### src/design/cfe_pkg.sv
// constants shared by the clock fan-out enable and power-down control
// assumes a single 25 MHz system clock and AXI4-Lite register access
package cfe_pkg;

   // system clock
   localparam int CLK_MHZ = 25;

   // AXI4-Lite widths
   localparam int ADDR_W = 8;
   localparam int DATA_W = 32;

   // register indices, byte address is four times the index
   localparam logic [5:0] IDX_OUT_EN = 6'h00;
   localparam logic [5:0] IDX_MODE   = 6'h01;
   localparam logic [5:0] IDX_DRIVE  = 6'h02;
   localparam logic [5:0] IDX_FREQ   = 6'h03;
   localparam logic [5:0] IDX_STATUS = 6'h04;

   // field positions
   localparam int OUT_EN0_BIT   = 0;
   localparam int OUT_EN1_BIT   = 1;
   localparam int MODE_CTRL_LSB = 3;
   localparam int MODE_RB_LSB   = 6;
   localparam int SLEW0_BIT     = 0;
   localparam int SLEW1_BIT     = 1;
   localparam int AMP_LSB       = 4;
   localparam int INPUT_FREQUENCY_SELECT_LSB      = 3;
   localparam int ST_LOCK_BIT   = 0;
   localparam int ST_REF_BIT    = 1;
   localparam int ST_PWR_BIT    = 2;
   localparam int ST_ADDR_LSB   = 8;

   // pll mode encodings, shared by control and readback fields
   localparam logic [1:0] MODE_LOBW   = 2'h0;
   localparam logic [1:0] MODE_BYPASS = 2'h1;
   localparam logic [1:0] MODE_HIBW   = 2'h3;

   // tri-level strap as seen on the two-bit strap port
   localparam logic [1:0] STRAP_LOW  = 2'h0;
   localparam logic [1:0] STRAP_MID  = 2'h1;
   localparam logic [1:0] STRAP_HIGH = 2'h3;

   // input frequency select codes
   localparam logic [1:0] INPUT_FREQUENCY_SELECT_100M = 2'h0;
   localparam logic [1:0] INPUT_FREQUENCY_SELECT_50M  = 2'h1;
   localparam logic [1:0] INPUT_FREQUENCY_SELECT_125M = 2'h2;

   // reset values
   localparam logic [1:0] RST_OUT_EN = 2'h3;
   localparam logic [1:0] RST_MODE   = MODE_BYPASS;
   localparam logic [1:0] RST_SLEW   = 2'h3;
   localparam logic [1:0] RST_AMP    = 2'h2;
   localparam logic [1:0] RST_INPUT_FREQUENCY_SELECT   = INPUT_FREQUENCY_SELECT_100M;

   // management target address
   localparam logic [6:0] MGMT_TARGET_ADDR = 7'h6d;

   // timing
   localparam int T_DRIVE_US = 300;
   localparam int T_STAB_US  = 1000;
   localparam int T_LOCK_US  = 100;
   localparam int LOCK_CYC   = T_LOCK_US * CLK_MHZ;
   localparam int DRIVE_CYC  = T_DRIVE_US * CLK_MHZ;
   localparam int STAB_CYC   = T_STAB_US * CLK_MHZ;
   localparam int LOCK_W     = 12;
   localparam logic [LOCK_W-1:0] LOCK_LAST = LOCK_W'(LOCK_CYC - 1);

   // reference activity watchdog, in system clocks
   localparam logic [4:0] REF_TIMEOUT = 5'h10;

   // AXI responses
   localparam logic [1:0] RESP_OKAY   = 2'h0;
   localparam logic [1:0] RESP_SLVERR = 2'h2;

endpackage

### src/design/cfe_pin_sync.sv
// three-stage synchroniser with agreement filter for asynchronous pins
// assumes inputs are quasi-static compared with the system clock
module cfe_pin_sync #(
   parameter int WIDTH = 1
) (
   // clock and reset
   input  wire logic             clk_i,
   input  wire logic             reset_n_i,
   // asynchronous pins and filtered result
   input  wire logic [WIDTH-1:0] pin_i,
   output logic      [WIDTH-1:0] level_o
);

   genvar g;
   generate
      for (g = 0; g < WIDTH; g++) begin : g_bit
         logic s1_ff;
         logic s2_ff;
         logic s3_ff;
         logic lvl_ff;
         // first stage feeds only the second; value moves on agreement
         always_ff @(posedge clk_i or negedge reset_n_i) begin
            if (!reset_n_i) begin
               s1_ff  <= 1'b0;
               s2_ff  <= 1'b0;
               s3_ff  <= 1'b0;
               lvl_ff <= 1'b0;
            end else begin
               s1_ff <= pin_i[g];
               s2_ff <= s1_ff;
               s3_ff <= s2_ff;
               if (s2_ff == s3_ff) begin
                  lvl_ff <= s3_ff;
               end
            end
         end
         assign level_o[g] = lvl_ff;
      end
   endgenerate

endmodule

### src/design/cfe_pair_gate.sv
// gate for one differential output pair, changes on source edges, or at once when kill_i is high
// assumes src_rise_i is a one-cycle pulse at each reference rising edge
module cfe_pair_gate (
   // clock and reset
   input  wire logic clk_i,
   input  wire logic reset_n_i,
   // control
   input  wire logic want_i,
   input  wire logic kill_i,
   input  wire logic src_rise_i,
   input  wire logic src_level_i,
   // pair outputs
   output logic      true_o,
   output logic      comp_o
);

   logic on_ff;
   logic true_ff;
   logic comp_ff;

   // enable moves at a source edge; switching off still passes a one-cycle pulse to true_o
   always_ff @(posedge clk_i or negedge reset_n_i) begin
      if (!reset_n_i) begin
         on_ff <= 1'b0;
      end else if (kill_i) begin
         on_ff <= 1'b0;
      end else if (src_rise_i) begin
         on_ff <= want_i;
      end
   end

   // both halves low whenever gated off
   always_ff @(posedge clk_i or negedge reset_n_i) begin
      if (!reset_n_i) begin
         true_ff <= 1'b0;
         comp_ff <= 1'b0;
      end else begin
         true_ff <= on_ff & ~kill_i & src_level_i;
         comp_ff <= on_ff & ~kill_i & ~src_level_i;
      end
   end

   assign true_o = true_ff;
   assign comp_o = comp_ff;

endmodule

### src/design/cfe_clock_fanout_ctrl.sv
// control of a two-pair reference clock fan-out buffer with power-down
// assumes reference input toggles well below a sixth of clk_i
//
// Contract
// - power-down low: outputs low, pll off
// - first power-good rise latches straps, starts up
// - later rises exit power-down, no resample
// - enable pin low enables pair, high disables
// - unconnected enable pin leaves pair enabled
// - pair runs only with bit set, pin low
// - bypass: pll off, outputs follow reference
// - enable change acts within one to three clocks; code takes four clocks to filter the pin, then waits for a reference rise
// - outputs driven within 300 us of power-up
// - first output clock within 1 ms
// - pll modes block outputs until lock
// - tri-level strap decodes low, bypass, high bandwidth
// - floating strap mid level gives bypass
// - two-bit mode control and readback fields
// - management bus rate up to 400 kHz
// - complete default configuration without bus access
// - programmable slew per output and amplitude
// - bus answers only while reference runs
module cfe_clock_fanout_ctrl (
   // clock and reset
   input  wire logic                       clk_i,
   input  wire logic                       reset_n_i,
   // axi4-lite write address and data
   input  wire logic [cfe_pkg::ADDR_W-1:0] s_axi_awaddr_i,
   input  wire logic                       s_axi_awvalid_i,
   output logic                            s_axi_awready_o,
   input  wire logic [cfe_pkg::DATA_W-1:0] s_axi_wdata_i,
   input  wire logic [3:0]                 s_axi_wstrb_i,
   input  wire logic                       s_axi_wvalid_i,
   output logic                            s_axi_wready_o,
   // axi4-lite write response
   output logic [1:0]                      s_axi_bresp_o,
   output logic                            s_axi_bvalid_o,
   input  wire logic                       s_axi_bready_i,
   // axi4-lite read
   input  wire logic [cfe_pkg::ADDR_W-1:0] s_axi_araddr_i,
   input  wire logic                       s_axi_arvalid_i,
   output logic                            s_axi_arready_o,
   output logic [cfe_pkg::DATA_W-1:0]      s_axi_rdata_o,
   output logic [1:0]                      s_axi_rresp_o,
   output logic                            s_axi_rvalid_o,
   input  wire logic                       s_axi_rready_i,
   // device pins
   input  wire logic                       power_good_powerdown_n_i,
   input  wire logic                       output_pair0_enable_n_i,
   input  wire logic                       output_pair1_enable_n_i,
   input  wire logic [1:0]                 pll_bandwidth_bypass_strap_i,
   input  wire logic                       ref_clock_i,
   // clock outputs
   output logic                            clock_output_pair0_true_o,
   output logic                            clock_output_pair0_comp_o,
   output logic                            clock_output_pair1_true_o,
   output logic                            clock_output_pair1_comp_o,
   // analog controls and state
   output logic                            pll_on_o,
   output logic                            pll_locked_o,
   output logic [1:0]                      slew_fast_o,
   output logic [1:0]                      amplitude_o,
   output logic [1:0]                      input_frequency_select_o
);
   import cfe_pkg::*;

   // synchronised pins
   logic [5:0] pin_lvl;
   logic       pg_lvl;
   logic [1:0] en_n_lvl;
   logic       ref_lvl;
   logic [1:0] strap_lvl;

   cfe_pin_sync #(
      .WIDTH (6)
   ) u_sync (
      .clk_i     (clk_i),
      .reset_n_i (reset_n_i),
      .pin_i     ({pll_bandwidth_bypass_strap_i, ref_clock_i,
                   output_pair1_enable_n_i, output_pair0_enable_n_i,
                   power_good_powerdown_n_i}),
      .level_o   (pin_lvl)
   );

   assign pg_lvl    = pin_lvl[0];
   assign en_n_lvl  = pin_lvl[2:1];
   assign ref_lvl   = pin_lvl[3];
   assign strap_lvl = pin_lvl[5:4];

   // state
   logic              pg_d_ff;
   logic              first_seen_ff;
   logic              ref_d_ff;
   logic [4:0]        ref_idle_ff;
   logic [LOCK_W-1:0] lock_cnt_ff;
   logic              locked_ff;
   logic [1:0]        mode_prev_ff;
   logic [1:0]        out_en_ff;
   logic [1:0]        mode_ctrl_ff;
   logic [1:0]        slew_ff;
   logic [1:0]        amp_ff;
   logic [1:0]        input_frequency_select_ff;
   logic              pll_on_ff;
   logic              pll_locked_ff;

   // decodes
   wire       pg_rise     = pg_lvl & ~pg_d_ff;
   wire       ref_rise    = ref_lvl & ~ref_d_ff;
   wire       ref_running = (ref_idle_ff < REF_TIMEOUT);
   wire       powered     = pg_lvl & first_seen_ff;
   wire [1:0] act_mode    = (mode_ctrl_ff == 2'h2) ? MODE_BYPASS
                                                   : mode_ctrl_ff;
   wire       bypass      = (act_mode == MODE_BYPASS);
   wire       pll_want    = powered & ~bypass;
   wire       clk_ok      = powered & ref_running
                            & (bypass | locked_ff);
   wire       kill        = ~pg_lvl;

   // tri-level strap decode, illegal code falls back to bypass
   wire [1:0] strap_mode  = (strap_lvl == STRAP_LOW)  ? MODE_LOBW :
                            (strap_lvl == STRAP_HIGH) ? MODE_HIBW :
                            MODE_BYPASS;

   // pair requests: control bit set, pin low and clk_ok
   wire [1:0] pair_want   = out_en_ff & ~en_n_lvl
                            & {2{clk_ok}};

   // power-good edge tracking, first rise is remembered for good
   always_ff @(posedge clk_i or negedge reset_n_i) begin
      if (!reset_n_i) begin
         pg_d_ff       <= 1'b0;
         first_seen_ff <= 1'b0;
      end else begin
         pg_d_ff <= pg_lvl;
         if (pg_rise) begin
            first_seen_ff <= 1'b1;
         end
      end
   end

   // reference activity watchdog, saturating idle count
   always_ff @(posedge clk_i or negedge reset_n_i) begin
      if (!reset_n_i) begin
         ref_d_ff    <= 1'b0;
         ref_idle_ff <= REF_TIMEOUT;
      end else begin
         ref_d_ff <= ref_lvl;
         if (ref_rise) begin
            ref_idle_ff <= 5'h00;
         end else if (ref_running) begin
            ref_idle_ff <= ref_idle_ff + 5'h01;
         end
      end
   end

   // lock timer restarts on any mode change or power-down;
   // lock time sits well inside the drive and stabilisation limits
   always_ff @(posedge clk_i or negedge reset_n_i) begin
      if (!reset_n_i) begin
         lock_cnt_ff  <= '0;
         locked_ff    <= 1'b0;
         mode_prev_ff <= RST_MODE;
      end else begin
         mode_prev_ff <= act_mode;
         if (!pll_want || !ref_running || act_mode != mode_prev_ff) begin
            lock_cnt_ff <= '0;
            locked_ff   <= 1'b0;
         end else if (lock_cnt_ff == LOCK_LAST) begin
            locked_ff <= 1'b1;
         end else begin
            lock_cnt_ff <= lock_cnt_ff + LOCK_W'(1);
         end
      end
   end

   // output pairs, both follow the reference in every mode
   wire [1:0] pair_true;
   wire [1:0] pair_comp;
   for (genvar p = 0; p < 2; p++) begin : g_pair
      cfe_pair_gate u_gate (
         .clk_i       (clk_i),
         .reset_n_i   (reset_n_i),
         .want_i      (pair_want[p]),
         .kill_i      (kill),
         .src_rise_i  (ref_rise),
         .src_level_i (ref_lvl),
         .true_o      (pair_true[p]),
         .comp_o      (pair_comp[p])
      );
   end

   // axi4-lite slave
   logic                aw_got_ff;
   logic                w_got_ff;
   logic [5:0]          w_idx_ff;
   logic [7:0]          w_byte_ff;
   logic                w_lane_ff;
   logic                bvalid_ff;
   logic [1:0]          bresp_ff;
   logic                rvalid_ff;
   logic [1:0]          rresp_ff;
   logic [DATA_W-1:0]   rdata_ff;

   wire       aw_take  = s_axi_awvalid_i & ~aw_got_ff & ~bvalid_ff;
   wire       w_take   = s_axi_wvalid_i & ~w_got_ff & ~bvalid_ff;
   wire       aw_have  = aw_got_ff | aw_take;
   wire       w_have   = w_got_ff | w_take;
   wire       wr_fire  = aw_have & w_have & ~bvalid_ff;
   wire [5:0] wr_idx   = aw_got_ff ? w_idx_ff : s_axi_awaddr_i[7:2];
   wire [7:0] wr_byte  = w_got_ff ? w_byte_ff : s_axi_wdata_i[7:0];
   wire       wr_lane  = w_got_ff ? w_lane_ff : s_axi_wstrb_i[0];
   wire       wr_hit   = (wr_idx <= IDX_FREQ);
   wire       wr_do    = wr_fire & wr_hit & wr_lane & ref_running;
   wire       ar_take  = s_axi_arvalid_i & ~rvalid_ff;
   wire [5:0] rd_idx   = s_axi_araddr_i[7:2];
   wire       rd_hit   = (rd_idx <= IDX_STATUS);

   // read word assembly, unused bits read as zero
   wire [DATA_W-1:0] rd_word =
      (rd_idx == IDX_OUT_EN) ? DATA_W'(out_en_ff) :
      (rd_idx == IDX_MODE)   ? DATA_W'({act_mode, 1'b0, mode_ctrl_ff,
                                        3'h0}) :
      (rd_idx == IDX_DRIVE)  ? DATA_W'({amp_ff, 2'h0, slew_ff}) :
      (rd_idx == IDX_FREQ)   ? DATA_W'({input_frequency_select_ff, 3'h0}) :
      (rd_idx == IDX_STATUS) ? DATA_W'({MGMT_TARGET_ADDR, 5'h00,
                                        powered, ref_running,
                                        locked_ff}) :
      '0;

   // write channel capture in either order
   always_ff @(posedge clk_i or negedge reset_n_i) begin
      if (!reset_n_i) begin
         aw_got_ff <= 1'b0;
         w_got_ff  <= 1'b0;
         w_idx_ff  <= 6'h00;
         w_byte_ff <= 8'h00;
         w_lane_ff <= 1'b0;
      end else if (wr_fire) begin
         aw_got_ff <= 1'b0;
         w_got_ff  <= 1'b0;
      end else begin
         if (aw_take) begin
            aw_got_ff <= 1'b1;
            w_idx_ff  <= s_axi_awaddr_i[7:2];
         end
         if (w_take) begin
            w_got_ff  <= 1'b1;
            w_byte_ff <= s_axi_wdata_i[7:0];
            w_lane_ff <= s_axi_wstrb_i[0];
         end
      end
   end

   // write response, error for unmapped index or idle reference
   always_ff @(posedge clk_i or negedge reset_n_i) begin
      if (!reset_n_i) begin
         bvalid_ff <= 1'b0;
         bresp_ff  <= RESP_OKAY;
      end else if (wr_fire) begin
         bvalid_ff <= 1'b1;
         bresp_ff  <= (wr_hit & ref_running) ? RESP_OKAY
                                             : RESP_SLVERR;
      end else if (s_axi_bready_i) begin
         bvalid_ff <= 1'b0;
      end
   end

   // read response
   always_ff @(posedge clk_i or negedge reset_n_i) begin
      if (!reset_n_i) begin
         rvalid_ff <= 1'b0;
         rresp_ff  <= RESP_OKAY;
         rdata_ff  <= '0;
      end else if (ar_take) begin
         rvalid_ff <= 1'b1;
         rresp_ff  <= (rd_hit & ref_running) ? RESP_OKAY
                                             : RESP_SLVERR;
         rdata_ff  <= (rd_hit & ref_running) ? rd_word : '0;
      end else if (s_axi_rready_i) begin
         rvalid_ff <= 1'b0;
      end
   end

   // configuration registers; defaults give a working device
   always_ff @(posedge clk_i or negedge reset_n_i) begin
      if (!reset_n_i) begin
         out_en_ff    <= RST_OUT_EN;
         mode_ctrl_ff <= RST_MODE;
         slew_ff      <= RST_SLEW;
         amp_ff       <= RST_AMP;
         input_frequency_select_ff      <= RST_INPUT_FREQUENCY_SELECT;
      end else if (pg_rise && !first_seen_ff) begin
         mode_ctrl_ff <= strap_mode;
      end else if (wr_do) begin
         unique case (wr_idx)
            IDX_OUT_EN: out_en_ff    <= wr_byte[1:0];
            IDX_MODE:   mode_ctrl_ff <= wr_byte[4:3];
            IDX_DRIVE: begin
               slew_ff <= wr_byte[1:0];
               amp_ff  <= wr_byte[5:4];
            end
            IDX_FREQ:   input_frequency_select_ff      <= wr_byte[4:3];
            default:    out_en_ff    <= out_en_ff;
         endcase
      end
   end

   // registered analog control outputs
   always_ff @(posedge clk_i or negedge reset_n_i) begin
      if (!reset_n_i) begin
         pll_on_ff     <= 1'b0;
         pll_locked_ff <= 1'b0;
      end else begin
         pll_on_ff     <= pll_want;
         pll_locked_ff <= locked_ff;
      end
   end

   assign s_axi_awready_o          = ~aw_got_ff & ~bvalid_ff;
   assign s_axi_wready_o           = ~w_got_ff & ~bvalid_ff;
   assign s_axi_bvalid_o           = bvalid_ff;
   assign s_axi_bresp_o            = bresp_ff;
   assign s_axi_arready_o          = ~rvalid_ff;
   assign s_axi_rvalid_o           = rvalid_ff;
   assign s_axi_rresp_o            = rresp_ff;
   assign s_axi_rdata_o            = rdata_ff;
   assign pll_on_o                 = pll_on_ff;
   assign pll_locked_o             = pll_locked_ff;
   assign slew_fast_o              = slew_ff;
   assign amplitude_o              = amp_ff;
   assign input_frequency_select_o = input_frequency_select_ff;
   assign clock_output_pair0_true_o = pair_true[0];
   assign clock_output_pair0_comp_o = pair_comp[0];
   assign clock_output_pair1_true_o = pair_true[1];
   assign clock_output_pair1_comp_o = pair_comp[1];

endmodule

### config.mk
export PLATFORM = sky130hd
export DESIGN_NAME = cfe_clock_fanout_ctrl
export DESIGN_NICKNAME = d
export VERILOG_FILES = /design/src/design/cfe_pkg.sv /design/src/design/cfe_pin_sync.sv /design/src/design/cfe_pair_gate.sv /design/src/design/cfe_clock_fanout_ctrl.sv
export SDC_FILE = /design/constraint.sdc
export NUM_CORES = 1
export LEC_CHECK = 0
export ABC_AREA = 1
export BUFFER_PORTS_ARGS = -buffer_cell sky130_fd_sc_hd__buf_2
export CAP_MARGIN = 20
export CELL_PAD_IN_SITES_DETAIL_PLACEMENT = 0
export CELL_PAD_IN_SITES_GLOBAL_PLACEMENT = 1
export CORE_MARGIN = 4
export CORE_UTILIZATION = 40
export CTS_BUF_LIST = sky130_fd_sc_hd__clkbuf_8
export CTS_CLUSTER_DIAMETER = 30
export CTS_CLUSTER_SIZE = 30
export DETAILED_ROUTE_END_ITERATION = 7
export HOLD_SLACK_MARGIN = 0.08
export PLACE_DENSITY = 0.85
export REMOVE_ABC_BUFFERS = 1
export SYNTH_ARGS = -nofsm -noshare
export SYNTH_HDL_FRONTEND = slang
export SYNTH_HIERARCHICAL = 1
export SYNTH_SLANG_ARGS = --single-unit
export TNS_END_PERCENT = 20
### constraint.sdc
create_clock -name clk_i -period 2.4 [get_ports clk_i]
set_clock_uncertainty 0.1 [all_clocks]
set_input_delay 0.24 -clock clk_i [delete_from_list [all_inputs] [get_ports clk_i]]
set_output_delay 0.24 -clock clk_i [all_outputs]
set_load 0.01 [all_outputs]
==> metrics <==
largest net degree at the start of global routing 41; Area Growth Syn to Fin 18.3%; yosys warns 6; WL/cell 11.9 um; Hold EP s_axi_rdata_o[2]; # fillers 998; LEAKAGE 0.00260 uW; min-delay worst type input pin to flip-flop; H-tree depth 3; Post-Syn Area per Cell 8.69 um2; CP max stage cell dfrtp_1; hold_buf cts 23; crit end category flip-flop; Compound-Gate Fraction of Synth Area 6.50%; status complete, no violations; Seq/Total Area, Yosys 53.4%; CTS resizes 0; worst endpoint data arrival time 2.13 ns; vias per inst 4.62; Worst R2R End amplitude_o[0]; worst skew pair latency 0.36 ns; critical path's top delay family simple AND/OR/NAND/NOR gates; Port Buf Inserts 62; clock sinks 92; Post-CTS Setup Bufs 0; Die ar. 12,600 um2; Root Driver clkbuf_8; GRT Util Overall 14.9%; Nets 647; setup slack, reg-to-reg 0.41 ns; Post-synth ARST share 100%; Achievable Freq 504 MHz; DRC viols 0; # placed instances 680; RR Startpoint aw_got_ff; Slew HR 63.1%; Final ANT Viol Nets 0; largest family of logic cells by synthesized area simple AND/OR/NAND/NOR gates; critical-path cell list inv_1, nor2_1, nand3_1, nand2_4, nand3_4, nor2_4, nand3_1, nand2_1, nand2_1; WL met2 3.90 mm; post-detail-place hpwl 6.42 mm; min-delay src s_axi_araddr_i[5]; Initial Util 41.6%; ANT cells 0; mux contribution to synthesized area 0%; maximum buffer depth of the clock tree 2; hold depth 4; Min Clock Period, post-route 1.99 ns; Final period util 82.7%; Crit path depth 9; TritonCTS clock tree yes; WP data required 2.55 ns; Fin. Hold Viols 0; most frequent cells in the layout 117 x nand2_1, 84 x dfrtp_1, 61 x buf_2, 56 x inv_1, 48 x nor2_1; Slew @ Worst Pin 0.552 ns; most common cell after layout, fill and taps aside nand2_1; Pre-antenna DRT Iters 4; leading area contributor after synthesis dfrtp_1; VDD IR-drop max 0.000614 V; Post-Synth Simple-Gate Area 26.1%; Die Ht 112 um; Mapped Cells 498; RSZ-0062 raised after global routing no; drt total wl 8.59 mm; library cells used by synthesis 39; max incr delay on CP 0.61 ns; power density over the cells 844 nW/um2; clock slew at reported path FFs 0.09 ns; wl on met1 4.10 mm; dominant cells by area after synthesis dfrtp_1 49%, nand2_1 10%, buf_4 5.4%; vias in the first global route 3,261; WL met3 497 um; CP Class flip-flop to flip-flop; number of flops mapped to enable cells by yosys 0; Synth Flop Type dfrtp_1; Worst Path Max Fanout 12; # IOs 118; area share of the largest cell type after synthesis 48.6%; top layer in use met4; Setup Viol. Count Final 0; global-route wire length before repair 15.4 mm; cts bufs inserted 9; non-filler instance count after layout 719; flops & latches, synth 92; CP startpoint kind flip-flop; layout cell share with drive strength beyond 1 20.1%; Vias 3,323; setup TNS 0 ns; maxcap violations 0; max-slew violations 0; Site Rows 37; Adder-Cell Fraction of Synth Area 1.16%; initial antenna violation count 0; Syn Std Cell Area 4330 um2; CP Buf/Inv Count 1; core area 10,400 um2; Overflow after GRT 0; Die X 112 um; Reg2Reg Depth 9; Synth Area in XOR/XNOR 0.809%; First DRT Iteration DRCs 171; RePlAce Congestion 0.820
tightest hold or removal path, stage by stage:
cell	delay, ns
buf_2	0.09
nor3_1	0.07
nand4_1	0.09
o21ai_0	0.07
final cells by class:
class / count / area [um2] / share of cell area, %
Sequential cell: 92 / 2310 / 45.2
Multi-Input combinational cell: 325 / 1580 / 30.8
Timing Repair Buffer: 87 / 571 / 11.1
Inverter: 63 / 236 / 4.62
Tap cell: 136 / 170 / 3.32
Clock buffer: 10 / 138 / 2.69
Clock inverter: 6 / 116 / 2.27
cell usage after synthesis (2+ instances only):
library cell,n
nor2_2,3
buf_4,31
buf_6,2
o21ai_1,13
nor3_1,13
buf_2,4
nand4_1,16
nand2_1,117
ha_1,4
nand2_2,4
o21ai_0,19
nor3_2,3
inv_1,56
nand3_2,2
dfrtp_1,84
nor3b_1,3
nand3_1,23
xnor2_1,2
inv_2,7
nor2_1,48
dfstp_2,8
xor2_1,2
nor2_4,4
a21oi_1,15
where the power goes:
| group | switching (uW) | internal, uW |
|---|---|---|
| logic | 621 | 381 |
| registers | 224 | 1810 |
| clock network | 558 | 729 |
| total | 1400 | 2920 |
per-stage QoR:
step	cell area, um2	hold WS (ns)	utilization [%]	power [uW]	setup WS (ns)
global placement	4640	0.124	44.5	2990	0.457
detailed placement	4640	0.130	44.5	3030	0.419
global route	5120	0.158	49.2	4630	0.149
CTS	5120	0.134	49.2	4370	0.391
floorplan	4130	-0.156	-	2710	0.698
finish	5120	0.143	49.2	4320	0.414
flip-flops by register name, summed over array words and instances, names as in the netlist, 2 cells and up:
name,count
g_pair.u_gate/true_o,2
slew_fast_o,2
g_pair.u_gate/comp_o,2
u_sync/g_bit.s2_ff,6
out_en_ff,2
g_pair.u_gate/on_ff,2
mode_ctrl_ff,2
lock_cnt_ff,12
u_sync/g_bit.s1_ff,6
input_frequency_select_o,2
u_sync/g_bit.s3_ff,6
amplitude_o,2
s_axi_rdata_o,9
w_idx_ff,6
mode_prev_ff,2
ref_idle_ff,5
w_byte_ff,5
u_sync/g_bit.lvl_ff,6
cell families (layout without fill, tap and decap cells):
family	after synthesis	count (layout)
flip-flops	92	92
AO/OA/AOI/OAI	53	53
XOR/XNOR	4	4
buffers and inverters	101	166
other	1	21
AND/OR/NAND/NOR	243	243
adder cells (fa/ha/maj)	4	4
routing by layer:
layer	vias to the layer above	global-route usage, %
li1	1683	-
met1	1543	21.0
met2	91	23.0
met3	6	3.67
met4	0	4.33
met5	-	0
how the worst max path moves through the flow:
stage                                end  slack (ns)             from
after floorplan           lock_cnt_ff[0]        0.70  mode_ctrl_ff[0]
after global placement    amplitude_o[0]        0.46        aw_got_ff
after detailed placement  amplitude_o[0]        0.42        aw_got_ff
after CTS                 amplitude_o[0]        0.39        aw_got_ff
after global routing      amplitude_o[0]        0.15        aw_got_ff
final                     amplitude_o[0]        0.41        aw_got_ff
(Power assumes the default switching activity.)
